==> src/hw/arsp_regs.svh <==
// Register offsets, field positions, reset values and timing counts of the result port
`ifndef ARSP_REGS_SVH
`define ARSP_REGS_SVH
`define ARSP_CTRL_OFS 8'h00
`define ARSP_STATUS_OFS 8'h04
`define ARSP_RESULT_OFS 8'h08
`define ARSP_CTRL_RST 32'h0000_0000
`define ARSP_CTRL_SER_BIT 0
`define ARSP_CTRL_FMT_BIT 1
`define ARSP_PIN_DIV_LO 2
`define ARSP_PIN_CLKSRC 4
`define ARSP_PIN_POL 5
`define ARSP_PIN_INV 6
`define ARSP_PIN_RDC 7
`define ARSP_PIN_SDO 8
`define ARSP_PIN_SCLK 9
`define ARSP_PIN_FRAME 10
`define ARSP_RESULT_BITS 16
`define ARSP_CLK_NS 50
`define ARSP_QTR_RAC_NS 50
`define ARSP_QTR_RDC_NS 100
`define ARSP_QTR_RAC_CYC ((`ARSP_QTR_RAC_NS + `ARSP_CLK_NS - 1) / `ARSP_CLK_NS)
`define ARSP_QTR_RDC_CYC ((`ARSP_QTR_RDC_NS + `ARSP_CLK_NS - 1) / `ARSP_CLK_NS)
`define ARSP_RESP_OKAY 2'h0
`define ARSP_RESP_SLVERR 2'h2
`endif

==> src/hw/arsp_pkg.sv <==
// Types of the result port
package arsp_pkg;
	typedef enum logic [1:0] {
		ARSP_IDLE = 2'b00,
		ARSP_MASTER = 2'b01,
		ARSP_SLAVE = 2'b10
	} arsp_state_t;
endpackage : arsp_pkg

==> src/hw/arsp_port.sv <==
// Result output port: parallel bus or serial link, with AXI4-Lite control
//
// Notes on behaviour
// - parallel selected: shared pins carry parallel bits 2 to 10.
// - master read-during-convert shifts previous result during conversion, other clock period.
// - master read-after-convert starts shifting only once conversion finished.
// - slave mode: chain input reaches serial output after 16 clock periods.
// - result held in shift register, shifted out MSB first.
// - output coding follows the code format select.
// - master mode: each output bit stable across both shift clock edges.
// - slave, no inversion: update on rising edge, host samples falling.
// - slave, inversion: update on falling edge, host samples rising.
// - shift clock pin output in master, input in slave; inversion picks edge.
// - master, polarity low: frame marker high while data valid.
// - master, polarity high: frame marker low while data valid.
// - port selector low picks parallel bus, high picks serial functions.
// - clock source high: slave, host clock gated by chip select.
// - divider pins slow master clock in read-after-convert, else high impedance.
`timescale 1ns/1ps
`include "arsp_regs.svh"
module arsp_port
	import arsp_pkg::*;
#(
	parameter int W = `ARSP_RESULT_BITS
) (
	input wire logic i_ref_clk,
	input wire logic i_rst,
	input wire logic [7:0] i_s_axi_awaddr,
	input wire logic i_s_axi_awvalid,
	output logic o_s_axi_awready,
	input wire logic [31:0] i_s_axi_wdata,
	input wire logic [3:0] i_s_axi_wstrb,
	input wire logic i_s_axi_wvalid,
	output logic o_s_axi_wready,
	output logic [1:0] o_s_axi_bresp,
	output logic o_s_axi_bvalid,
	input wire logic i_s_axi_bready,
	input wire logic [7:0] i_s_axi_araddr,
	input wire logic i_s_axi_arvalid,
	output logic o_s_axi_arready,
	output logic [31:0] o_s_axi_rdata,
	output logic [1:0] o_s_axi_rresp,
	output logic o_s_axi_rvalid,
	input wire logic i_s_axi_rready,
	input wire logic [W-1:0] i_result_data,
	input wire logic i_result_valid,
	output logic o_result_ready,
	input wire logic i_conv_busy,
	input wire logic i_cs_n,
	input wire logic i_rd_n,
	input wire logic [W-1:0] i_pin,
	output logic [W-1:0] o_pin,
	output logic [W-1:0] o_pin_oe
);
	// ==========================================================
	// Pin synchronisers
	logic [W-1:0] pin_s1, pin_s2;
	logic sclk_s3, sel_s1, sel_s2;
	always_ff @(posedge i_ref_clk or posedge i_rst) begin
		if (i_rst) begin
			pin_s1 <= '0;
			pin_s2 <= '0;
			sclk_s3 <= 1'b0;
			sel_s1 <= 1'b0;
			sel_s2 <= 1'b0;
		end else begin
			pin_s1 <= i_pin;
			pin_s2 <= pin_s1;
			sclk_s3 <= pin_s2[`ARSP_PIN_SCLK];
			sel_s1 <= ~i_cs_n & ~i_rd_n;
			sel_s2 <= sel_s1;
		end
	end

	// ==========================================================
	// Register file over AXI4-Lite
	logic [31:0] ctrl, next_ctrl;
	logic aw_held, next_aw_held, w_held, next_w_held;
	logic [7:0] aw_addr, next_aw_addr;
	logic [31:0] w_data, next_w_data;
	logic [3:0] w_strb, next_w_strb;
	logic bvalid, next_bvalid, rvalid, next_rvalid;
	logic [1:0] bresp, next_bresp, rresp, next_rresp;
	logic [31:0] rdata, next_rdata;
	logic [W-1:0] last_result;
	arsp_state_t state;
	logic [1:0] buf_cnt;

	always_comb begin
		next_ctrl = ctrl;
		next_aw_held = aw_held;
		next_aw_addr = aw_addr;
		next_w_held = w_held;
		next_w_data = w_data;
		next_w_strb = w_strb;
		next_bvalid = bvalid;
		next_bresp = bresp;
		next_rvalid = rvalid;
		next_rresp = rresp;
		next_rdata = rdata;
		if (i_s_axi_awvalid && !aw_held) begin
			next_aw_held = 1'b1;
			next_aw_addr = i_s_axi_awaddr;
		end
		if (i_s_axi_wvalid && !w_held) begin
			next_w_held = 1'b1;
			next_w_data = i_s_axi_wdata;
			next_w_strb = i_s_axi_wstrb;
		end
		if (bvalid && i_s_axi_bready) begin
			next_bvalid = 1'b0;
		end
		if (aw_held && w_held && !bvalid) begin
			next_aw_held = 1'b0;
			next_w_held = 1'b0;
			next_bvalid = 1'b1;
			next_bresp = `ARSP_RESP_OKAY;
			if (aw_addr[7:2] == 6'(`ARSP_CTRL_OFS >> 2)) begin
				if (w_strb[0]) begin
					next_ctrl[7:0] = w_data[7:0];
				end
			end else if (aw_addr[7:2] != 6'(`ARSP_STATUS_OFS >> 2)
				&& aw_addr[7:2] != 6'(`ARSP_RESULT_OFS >> 2)) begin
				next_bresp = `ARSP_RESP_SLVERR;
			end
		end
		if (rvalid && i_s_axi_rready) begin
			next_rvalid = 1'b0;
		end
		if (i_s_axi_arvalid && !rvalid) begin
			next_rvalid = 1'b1;
			next_rresp = `ARSP_RESP_OKAY;
			unique case (i_s_axi_araddr[7:2])
				6'(`ARSP_CTRL_OFS >> 2): next_rdata = ctrl;
				6'(`ARSP_STATUS_OFS >> 2): next_rdata = {28'h0000000, buf_cnt, state};
				6'(`ARSP_RESULT_OFS >> 2): next_rdata = {16'h0000, last_result};
				default: begin
					next_rdata = 32'h0000_0000;
					next_rresp = `ARSP_RESP_SLVERR;
				end
			endcase
		end
	end

	always_ff @(posedge i_ref_clk or posedge i_rst) begin
		if (i_rst) begin
			ctrl <= `ARSP_CTRL_RST;
			aw_held <= 1'b0;
			aw_addr <= 8'h00;
			w_held <= 1'b0;
			w_data <= 32'h0000_0000;
			w_strb <= 4'h0;
			bvalid <= 1'b0;
			bresp <= 2'h0;
			rvalid <= 1'b0;
			rresp <= 2'h0;
			rdata <= 32'h0000_0000;
		end else begin
			ctrl <= next_ctrl;
			aw_held <= next_aw_held;
			aw_addr <= next_aw_addr;
			w_held <= next_w_held;
			w_data <= next_w_data;
			w_strb <= next_w_strb;
			bvalid <= next_bvalid;
			bresp <= next_bresp;
			rvalid <= next_rvalid;
			rresp <= next_rresp;
			rdata <= next_rdata;
		end
	end

	assign o_s_axi_awready = ~aw_held;
	assign o_s_axi_wready = ~w_held;
	assign o_s_axi_bvalid = bvalid;
	assign o_s_axi_bresp = bresp;
	assign o_s_axi_arready = ~rvalid;
	assign o_s_axi_rvalid = rvalid;
	assign o_s_axi_rresp = rresp;
	assign o_s_axi_rdata = rdata;

	// ==========================================================
	// Two-entry result buffer
	logic [W-1:0] buf0, buf1, next_buf0, next_buf1;
	logic [1:0] next_buf_cnt;
	logic pop, push;
	assign o_result_ready = (buf_cnt != 2'd2);
	assign push = i_result_valid & o_result_ready;

	always_comb begin
		next_buf0 = buf0;
		next_buf1 = buf1;
		next_buf_cnt = buf_cnt;
		if (pop) begin
			next_buf0 = buf1;
			next_buf_cnt = buf_cnt - 2'd1;
		end
		if (push) begin
			if (next_buf_cnt == 2'd0) begin
				next_buf0 = i_result_data;
			end else begin
				next_buf1 = i_result_data;
			end
			next_buf_cnt = next_buf_cnt + 2'd1;
		end
	end

	always_ff @(posedge i_ref_clk or posedge i_rst) begin
		if (i_rst) begin
			buf0 <= '0;
			buf1 <= '0;
			buf_cnt <= 2'd0;
		end else begin
			buf0 <= next_buf0;
			buf1 <= next_buf1;
			buf_cnt <= next_buf_cnt;
		end
	end

	// ==========================================================
	// Serial engine
	logic ser_mode, slave_mode, read_during_conversion_select, inv, pol, sclk_rise, sclk_fall, act_edge, tick;
	logic [1:0] div;
	logic [W-1:0] fmt_word, sreg, next_sreg, next_last;
	logic [4:0] bit_cnt, next_bit_cnt;
	logic [1:0] qph, next_qph;
	logic [7:0] qcnt, next_qcnt, qlen;
	arsp_state_t next_state;

	assign ser_mode = ctrl[`ARSP_CTRL_SER_BIT];
	assign slave_mode = pin_s2[`ARSP_PIN_CLKSRC];
	assign read_during_conversion_select = pin_s2[`ARSP_PIN_RDC];
	assign inv = pin_s2[`ARSP_PIN_INV];
	assign pol = pin_s2[`ARSP_PIN_POL];
	assign div = pin_s2[`ARSP_PIN_DIV_LO +: 2];
	assign fmt_word = {buf0[W-1] ^ ctrl[`ARSP_CTRL_FMT_BIT], buf0[W-2:0]};
	assign sclk_rise = pin_s2[`ARSP_PIN_SCLK] & ~sclk_s3;
	assign sclk_fall = ~pin_s2[`ARSP_PIN_SCLK] & sclk_s3;
	assign act_edge = inv ? sclk_fall : sclk_rise;
	assign qlen = read_during_conversion_select ? 8'(`ARSP_QTR_RDC_CYC) : 8'(8'(`ARSP_QTR_RAC_CYC) << div);
	assign tick = (qcnt == qlen - 8'd1);

	always_comb begin
		next_state = state;
		next_sreg = sreg;
		next_bit_cnt = bit_cnt;
		next_qph = qph;
		next_qcnt = qcnt;
		next_last = last_result;
		pop = 1'b0;
		unique case (state)
			ARSP_IDLE: begin
				if (!ser_mode && buf_cnt != 2'd0) begin
					pop = 1'b1;
					next_last = fmt_word;
				end else if (ser_mode && slave_mode && sel_s2) begin
					next_state = ARSP_SLAVE;
					if (buf_cnt != 2'd0) begin
						pop = 1'b1;
						next_sreg = fmt_word;
						next_last = fmt_word;
					end
				end else if (ser_mode && !slave_mode && buf_cnt != 2'd0
					&& (read_during_conversion_select || !i_conv_busy)) begin
					pop = 1'b1;
					next_state = ARSP_MASTER;
					next_sreg = fmt_word;
					next_last = fmt_word;
					next_bit_cnt = 5'(`ARSP_RESULT_BITS);
					next_qph = 2'd0;
					next_qcnt = 8'd0;
				end
			end
			ARSP_MASTER: begin
				next_qcnt = tick ? 8'd0 : qcnt + 8'd1;
				if (tick) begin
					next_qph = qph + 2'd1;
					if (qph == 2'd3) begin
						next_bit_cnt = bit_cnt - 5'd1;
						next_sreg = {sreg[W-2:0], 1'b0};
						if (bit_cnt == 5'd1) begin
							next_state = ARSP_IDLE;
						end
					end
				end
			end
			ARSP_SLAVE: begin
				if (!sel_s2 || !slave_mode || !ser_mode) begin
					next_state = ARSP_IDLE;
				end else if (act_edge) begin
					next_sreg = {sreg[W-2:0], pin_s2[`ARSP_PIN_RDC]};
				end
			end
			default: next_state = ARSP_IDLE;
		endcase
	end

	always_ff @(posedge i_ref_clk or posedge i_rst) begin
		if (i_rst) begin
			state <= ARSP_IDLE;
			sreg <= '0;
			bit_cnt <= 5'd0;
			qph <= 2'd0;
			qcnt <= 8'd0;
			last_result <= '0;
		end else begin
			state <= next_state;
			sreg <= next_sreg;
			bit_cnt <= next_bit_cnt;
			qph <= next_qph;
			qcnt <= next_qcnt;
			last_result <= next_last;
		end
	end

	// ==========================================================
	// Shared pin drive
	logic frame_on, sclk_int;
	assign frame_on = (state == ARSP_MASTER);
	assign sclk_int = ((qph == 2'd1) || (qph == 2'd2)) & frame_on;

	always_comb begin
		if (!ser_mode) begin
			o_pin = last_result;
			o_pin_oe = {W{1'b1}};
		end else begin
			o_pin = {last_result[W-1:11], 9'h000, last_result[1:0]};
			o_pin_oe = {{(W-11){1'b1}}, 9'h000, 2'b11};
			o_pin[`ARSP_PIN_SDO] = sreg[W-1];
			o_pin_oe[`ARSP_PIN_SDO] = 1'b1;
			o_pin[`ARSP_PIN_FRAME] = !slave_mode & (frame_on ^ pol);
			o_pin_oe[`ARSP_PIN_FRAME] = 1'b1;
			o_pin[`ARSP_PIN_SCLK] = sclk_int ^ inv;
			o_pin_oe[`ARSP_PIN_SCLK] = !slave_mode;
		end
	end
endmodule : arsp_port

==> config.mk <==
export PLATFORM = sky130hd
export DESIGN_NAME = arsp_port
export DESIGN_NICKNAME = d
export VERILOG_FILES = /design/src/hw/arsp_pkg.sv /design/src/hw/arsp_port.sv
export VERILOG_INCLUDE_DIRS = /design/src /design/src/hw
export SDC_FILE = /design/constraint.sdc
export NUM_CORES = 1
export LEC_CHECK = 0
export ABC_AREA = 1
export ABC_CLOCK_PERIOD_IN_PS = 8400
export BUFFER_PORTS_ARGS = -buffer_cell sky130_fd_sc_hd__buf_2
export CAP_MARGIN = 20
export CORE_ASPECT_RATIO = 0.5
export CORE_UTILIZATION = 57
export DETAILED_ROUTE_END_ITERATION = 8
export PLACE_DENSITY = 0.84
export SLEW_MARGIN = 5
export SYNTH_ARGS = -nofsm -noshare
export SYNTH_HDL_FRONTEND = slang
export SYNTH_SLANG_ARGS = --single-unit
==> constraint.sdc <==
create_clock -name i_ref_clk -period 8.4 [get_ports i_ref_clk]
set_input_delay 1.26 -clock i_ref_clk [delete_from_list [all_inputs] [get_ports i_ref_clk]]
set_output_delay 1.26 -clock i_ref_clk [all_outputs]
set_load 0.01 [all_outputs]
==> summary.md <==
| Metric | Value |
|---|---|
| Final Cycle Share | roughly two fifths |
| Crit path launch type | register |
| Netlist cell types | 38 |
| Fin. Hold Viols | 0 |
| Initial antenna violation count | 0 |
| Fmax | ~0.29 GHz |
| WL/cell | 15.0 µm |
| Final core occ | around two thirds |
| Post_cts resized | 0 |
| Clock network fraction of total power | 25.6% |
| First-pass GRT wire length | approximately 26 mm |
| Leakage | around 4.2 nW |
| DP Area | 7410 µm² |
| CP Capture Type | output pin |
| Deepest clock path buffer count | 2 |
| Syn_area_per_cell | between 8 and 9 µm² |
| Std-Cell Rows | 28 |
| Share of cells above drive strength 1 | between 20% and 30% |
| Ranking of synthesized cells by area | dfrtp_1, nand2_1, o21ai_0 |
| Die area | between 10000 and 15000 µm² |
| I/O Buffers | around 100 |
| CTS sink cnt | ~150 |
| Cell-internal power | approximately 0.0018 W |
| Slew Viols, Final | 0 |
| Die X | approximately 160 µm |
| Most frequent cells in the layout | nand2_1, dfrtp_1, buf_2, o21ai_0, inv_1 |
| Total negative slack | 0 ps |
| Yosys Warn Count | 0 |
| Max-Cap Viols | 0 |
| Post-CTS Setup Repair Bufs | 0 |
| R2R setup slack | between 5000 and 6000 ps |
| Area of the multi-input gates | ~2700 µm² |
| Hold path cells | 0 |
| Hold Path End | pin_s2[4] |
| Reg2reg end | buf1[9] |
| Tightest Pin Transition | 961 ps |
| Diode count | 0 |
| DRT Pass-1 Iters | 5 |
| Layout Cells excl Fill | around 1100 |
| Top-area cell type share of the netlist area | between 50% and 60% |
| Filler cells | roughly 900 |
| H-tree depth | 4 |
| Unrepaired setup endpoints after global routing | no |
| Path depth of the worst reg2reg path | 10 |
| Latest clock arrival within the worst-skew pair | 430 ps |
| P_sw | around 0.0013 W |
| Area leader, netlist | dfrtp_1 |
| Hold Buf Count CTS | 0 |
| Post-synthesis sequential area ratio | 51.4% |
| Antenna Violating Nets Remaining | 0 |
| Seq pwr share | between 30% and 40% |
| Hold path start | pin_s1[4] |
| Cells after DPL | around 1000 |
| Largest net degree at the start of global routing | 77 |
| DRC Markers | 0 |
| CTS tree | done |
| Core Area | approximately 12000 µm² |
| Vias in the first global route | 5346 |
| Crit Path Category | reg2out |
| Pwr dens | approximately 380 nW/µm² |
| Fin Hold WS | about 340 ps |
| #FFs+latches synth | between 100 and 150 |
| Routability cong. | 0.851 |
| Die height | slightly above 80 µm |
| Root Buffer | clkbuf_16 |
| Worst Path Arrival | around 2200 ps |
| Slew HR | between 30 and 40% |
| CP Max Fanout | 11 |
| Design Area, Final | ~8000 µm² |
| Outcome | completed |
| DR vias | 5692 |
| Initial DRC Count | about 530 |
| Setup Viol. Count Final | 0 |
| Initial Util | 59.0% |
| Final Routed Wirelength | approximately 16 mm |
| Total clock buffers created by CTS | 17 |
| Leading cell type in the layout, fill and taps excluded | nand2_1 |
| Gr ovfl total | 0 |
| Nets | between 900 and 1000 |
| Worst VDD drop | 0.175 mV |
| DPL Wire Length | around 10 mm |
| Part of the power in combinational logic | a little under two fifths |
| Synthesized area | 7050 µm² |
| Hold Path Class | reg2reg |
| Clock transition at path regs | around 70 ps |
| Cells after Synth | a little over 800 |
| Sequential cell area | about 3600 µm² |
| Area delta synth->final | 14.0% |
| GRT Util Overall | 26.0% |
| Vias/cell | around 5.3 |
| IO Pins | approximately 170 |
| Reg-to-Reg Start | ctrl[0] |
| Switching portion of total power | roughly two fifths |
| Req. time, crit path | 7140 ps |
| Setup Skew | ~13 ps |
| Final Critical Period | ~3400 ps |
state kept, by name, summed over array words and instances (netlist names), 5 cells and up:
| signal | flops |
|---|---|
| aw_addr | 6 |
| bit_cnt | 5 |
| buf0 | 16 |
| buf1 | 16 |
| ctrl | 8 |
| last_result | 16 |
| o_s_axi_rdata | 16 |
| pin_s1 | 7 |
| pin_s2 | 7 |
| qcnt | 8 |
| sreg | 16 |
| w_data | 8 |
power groups by stage:
stage | logic [W] | clock network [W] | registers, W
2_1_floorplan | 0.000913 | 0 | 0.00108
3_3_place_gp | 0.00105 | 0 | 0.00111
3_5_place_dp | 0.00110 | 0 | 0.00112
4_1_cts | 0.00113 | 0.000784 | 0.00112
5_1_grt | 0.00130 | 0.000811 | 0.00114
6_report | 0.00115 | 0.000779 | 0.00112
worst max path at each step:
stage	from	to	cells past startpoint
6_report	state[1]	o_pin[9]	6
5_1_grt	ctrl[0]	buf1[3]	10
4_1_cts	i_conv_busy	buf0[1]	10
3_5_place_dp	i_conv_busy	buf0[0]	10
3_3_place_gp	i_conv_busy	buf0[1]	10
2_1_floorplan	i_rst	aw_addr[2]	1
worst max-delay path, cell delays in order, from the launching register on:
cell and delay [ps]:
dfrtp_1 430, inv_1 120, ha_1 460, nand2_1 140
xor2_1 170, o21ai_0 220, buf_2 180
stage by stage:
step | setup slack, ps | total power [W]
3_5_place_dp | 4490 | 0.00222
5_1_grt | 4800 | 0.00325
3_3_place_gp | 4570 | 0.00215
4_1_cts | 4850 | 0.00303
2_1_floorplan | 3250 | 0.00199
6_report | 4980 | 0.00305
Yosys cell counts:
cell type	number
nor2_2	1
a22oi_1	4
xnor2_1	3
or2_1	1
buf_2	6
clkinv_1	1
nor2_4	1
o21a_1	1
nand2_4	1
ha_1	14
buf_6	4
nand3_2	3
dfrtp_1	145
a21oi_1	28
nand4_1	30
clkbuf_1	16
nor3_1	1
nand2_1	196
nor2_1	47
o21ai_1	2
conb_1	2
buf_4	44
nand3_4	2
buf_1	1
nand2_2	2
o21ai_2	1
o211ai_1	1
o21ai_0	84
mux2_2	21
inv_2	7
xor2_1	9
a31oi_1	1
o31ai_1	1
nor4_2	1
o22ai_1	2
nand3_1	40
inv_1	82
or2_2	2
layout make-up:
cell class              count  share of cell area [%]
clock buffers              17                    5.29
clock inverters            15                    2.23
inverters                  90                    4.26
multi-input cells         527                    33.8
flip-flops and latches    145                    45.1
well taps                 165                    2.57
repair buffers            105                    6.75
routing by layer:
| layer | global-route usage [%] | up-vias | wire, µm |
|---|---|---|---|
| met5 | 0 | - | 0 |
| met3 | 5.79 | 34 | 972 |
| met4 | 9.90 | 0 | 305 |
| li1 | - | 2709 | - |
| met1 | 33.5 | 2721 | 7030 |
| met2 | 43.6 | 228 | 7650 |
logic make-up after synthesis:
| kind of cell | Yosys count | synth area share [%] |
|---|---|---|
| flops | 145 | 51.4 |
| other cells | 2 | 0.106 |
| buf+inv | 161 | 11.4 |
| simple gates | 328 | 20.5 |
| compound gates | 125 | 9.22 |
| xor+xnor | 12 | 1.49 |
| mux | 21 | 3.35 |
| fa+ha+maj | 14 | 2.48 |
No activity file was read; power rests on OpenSTA's default activity.
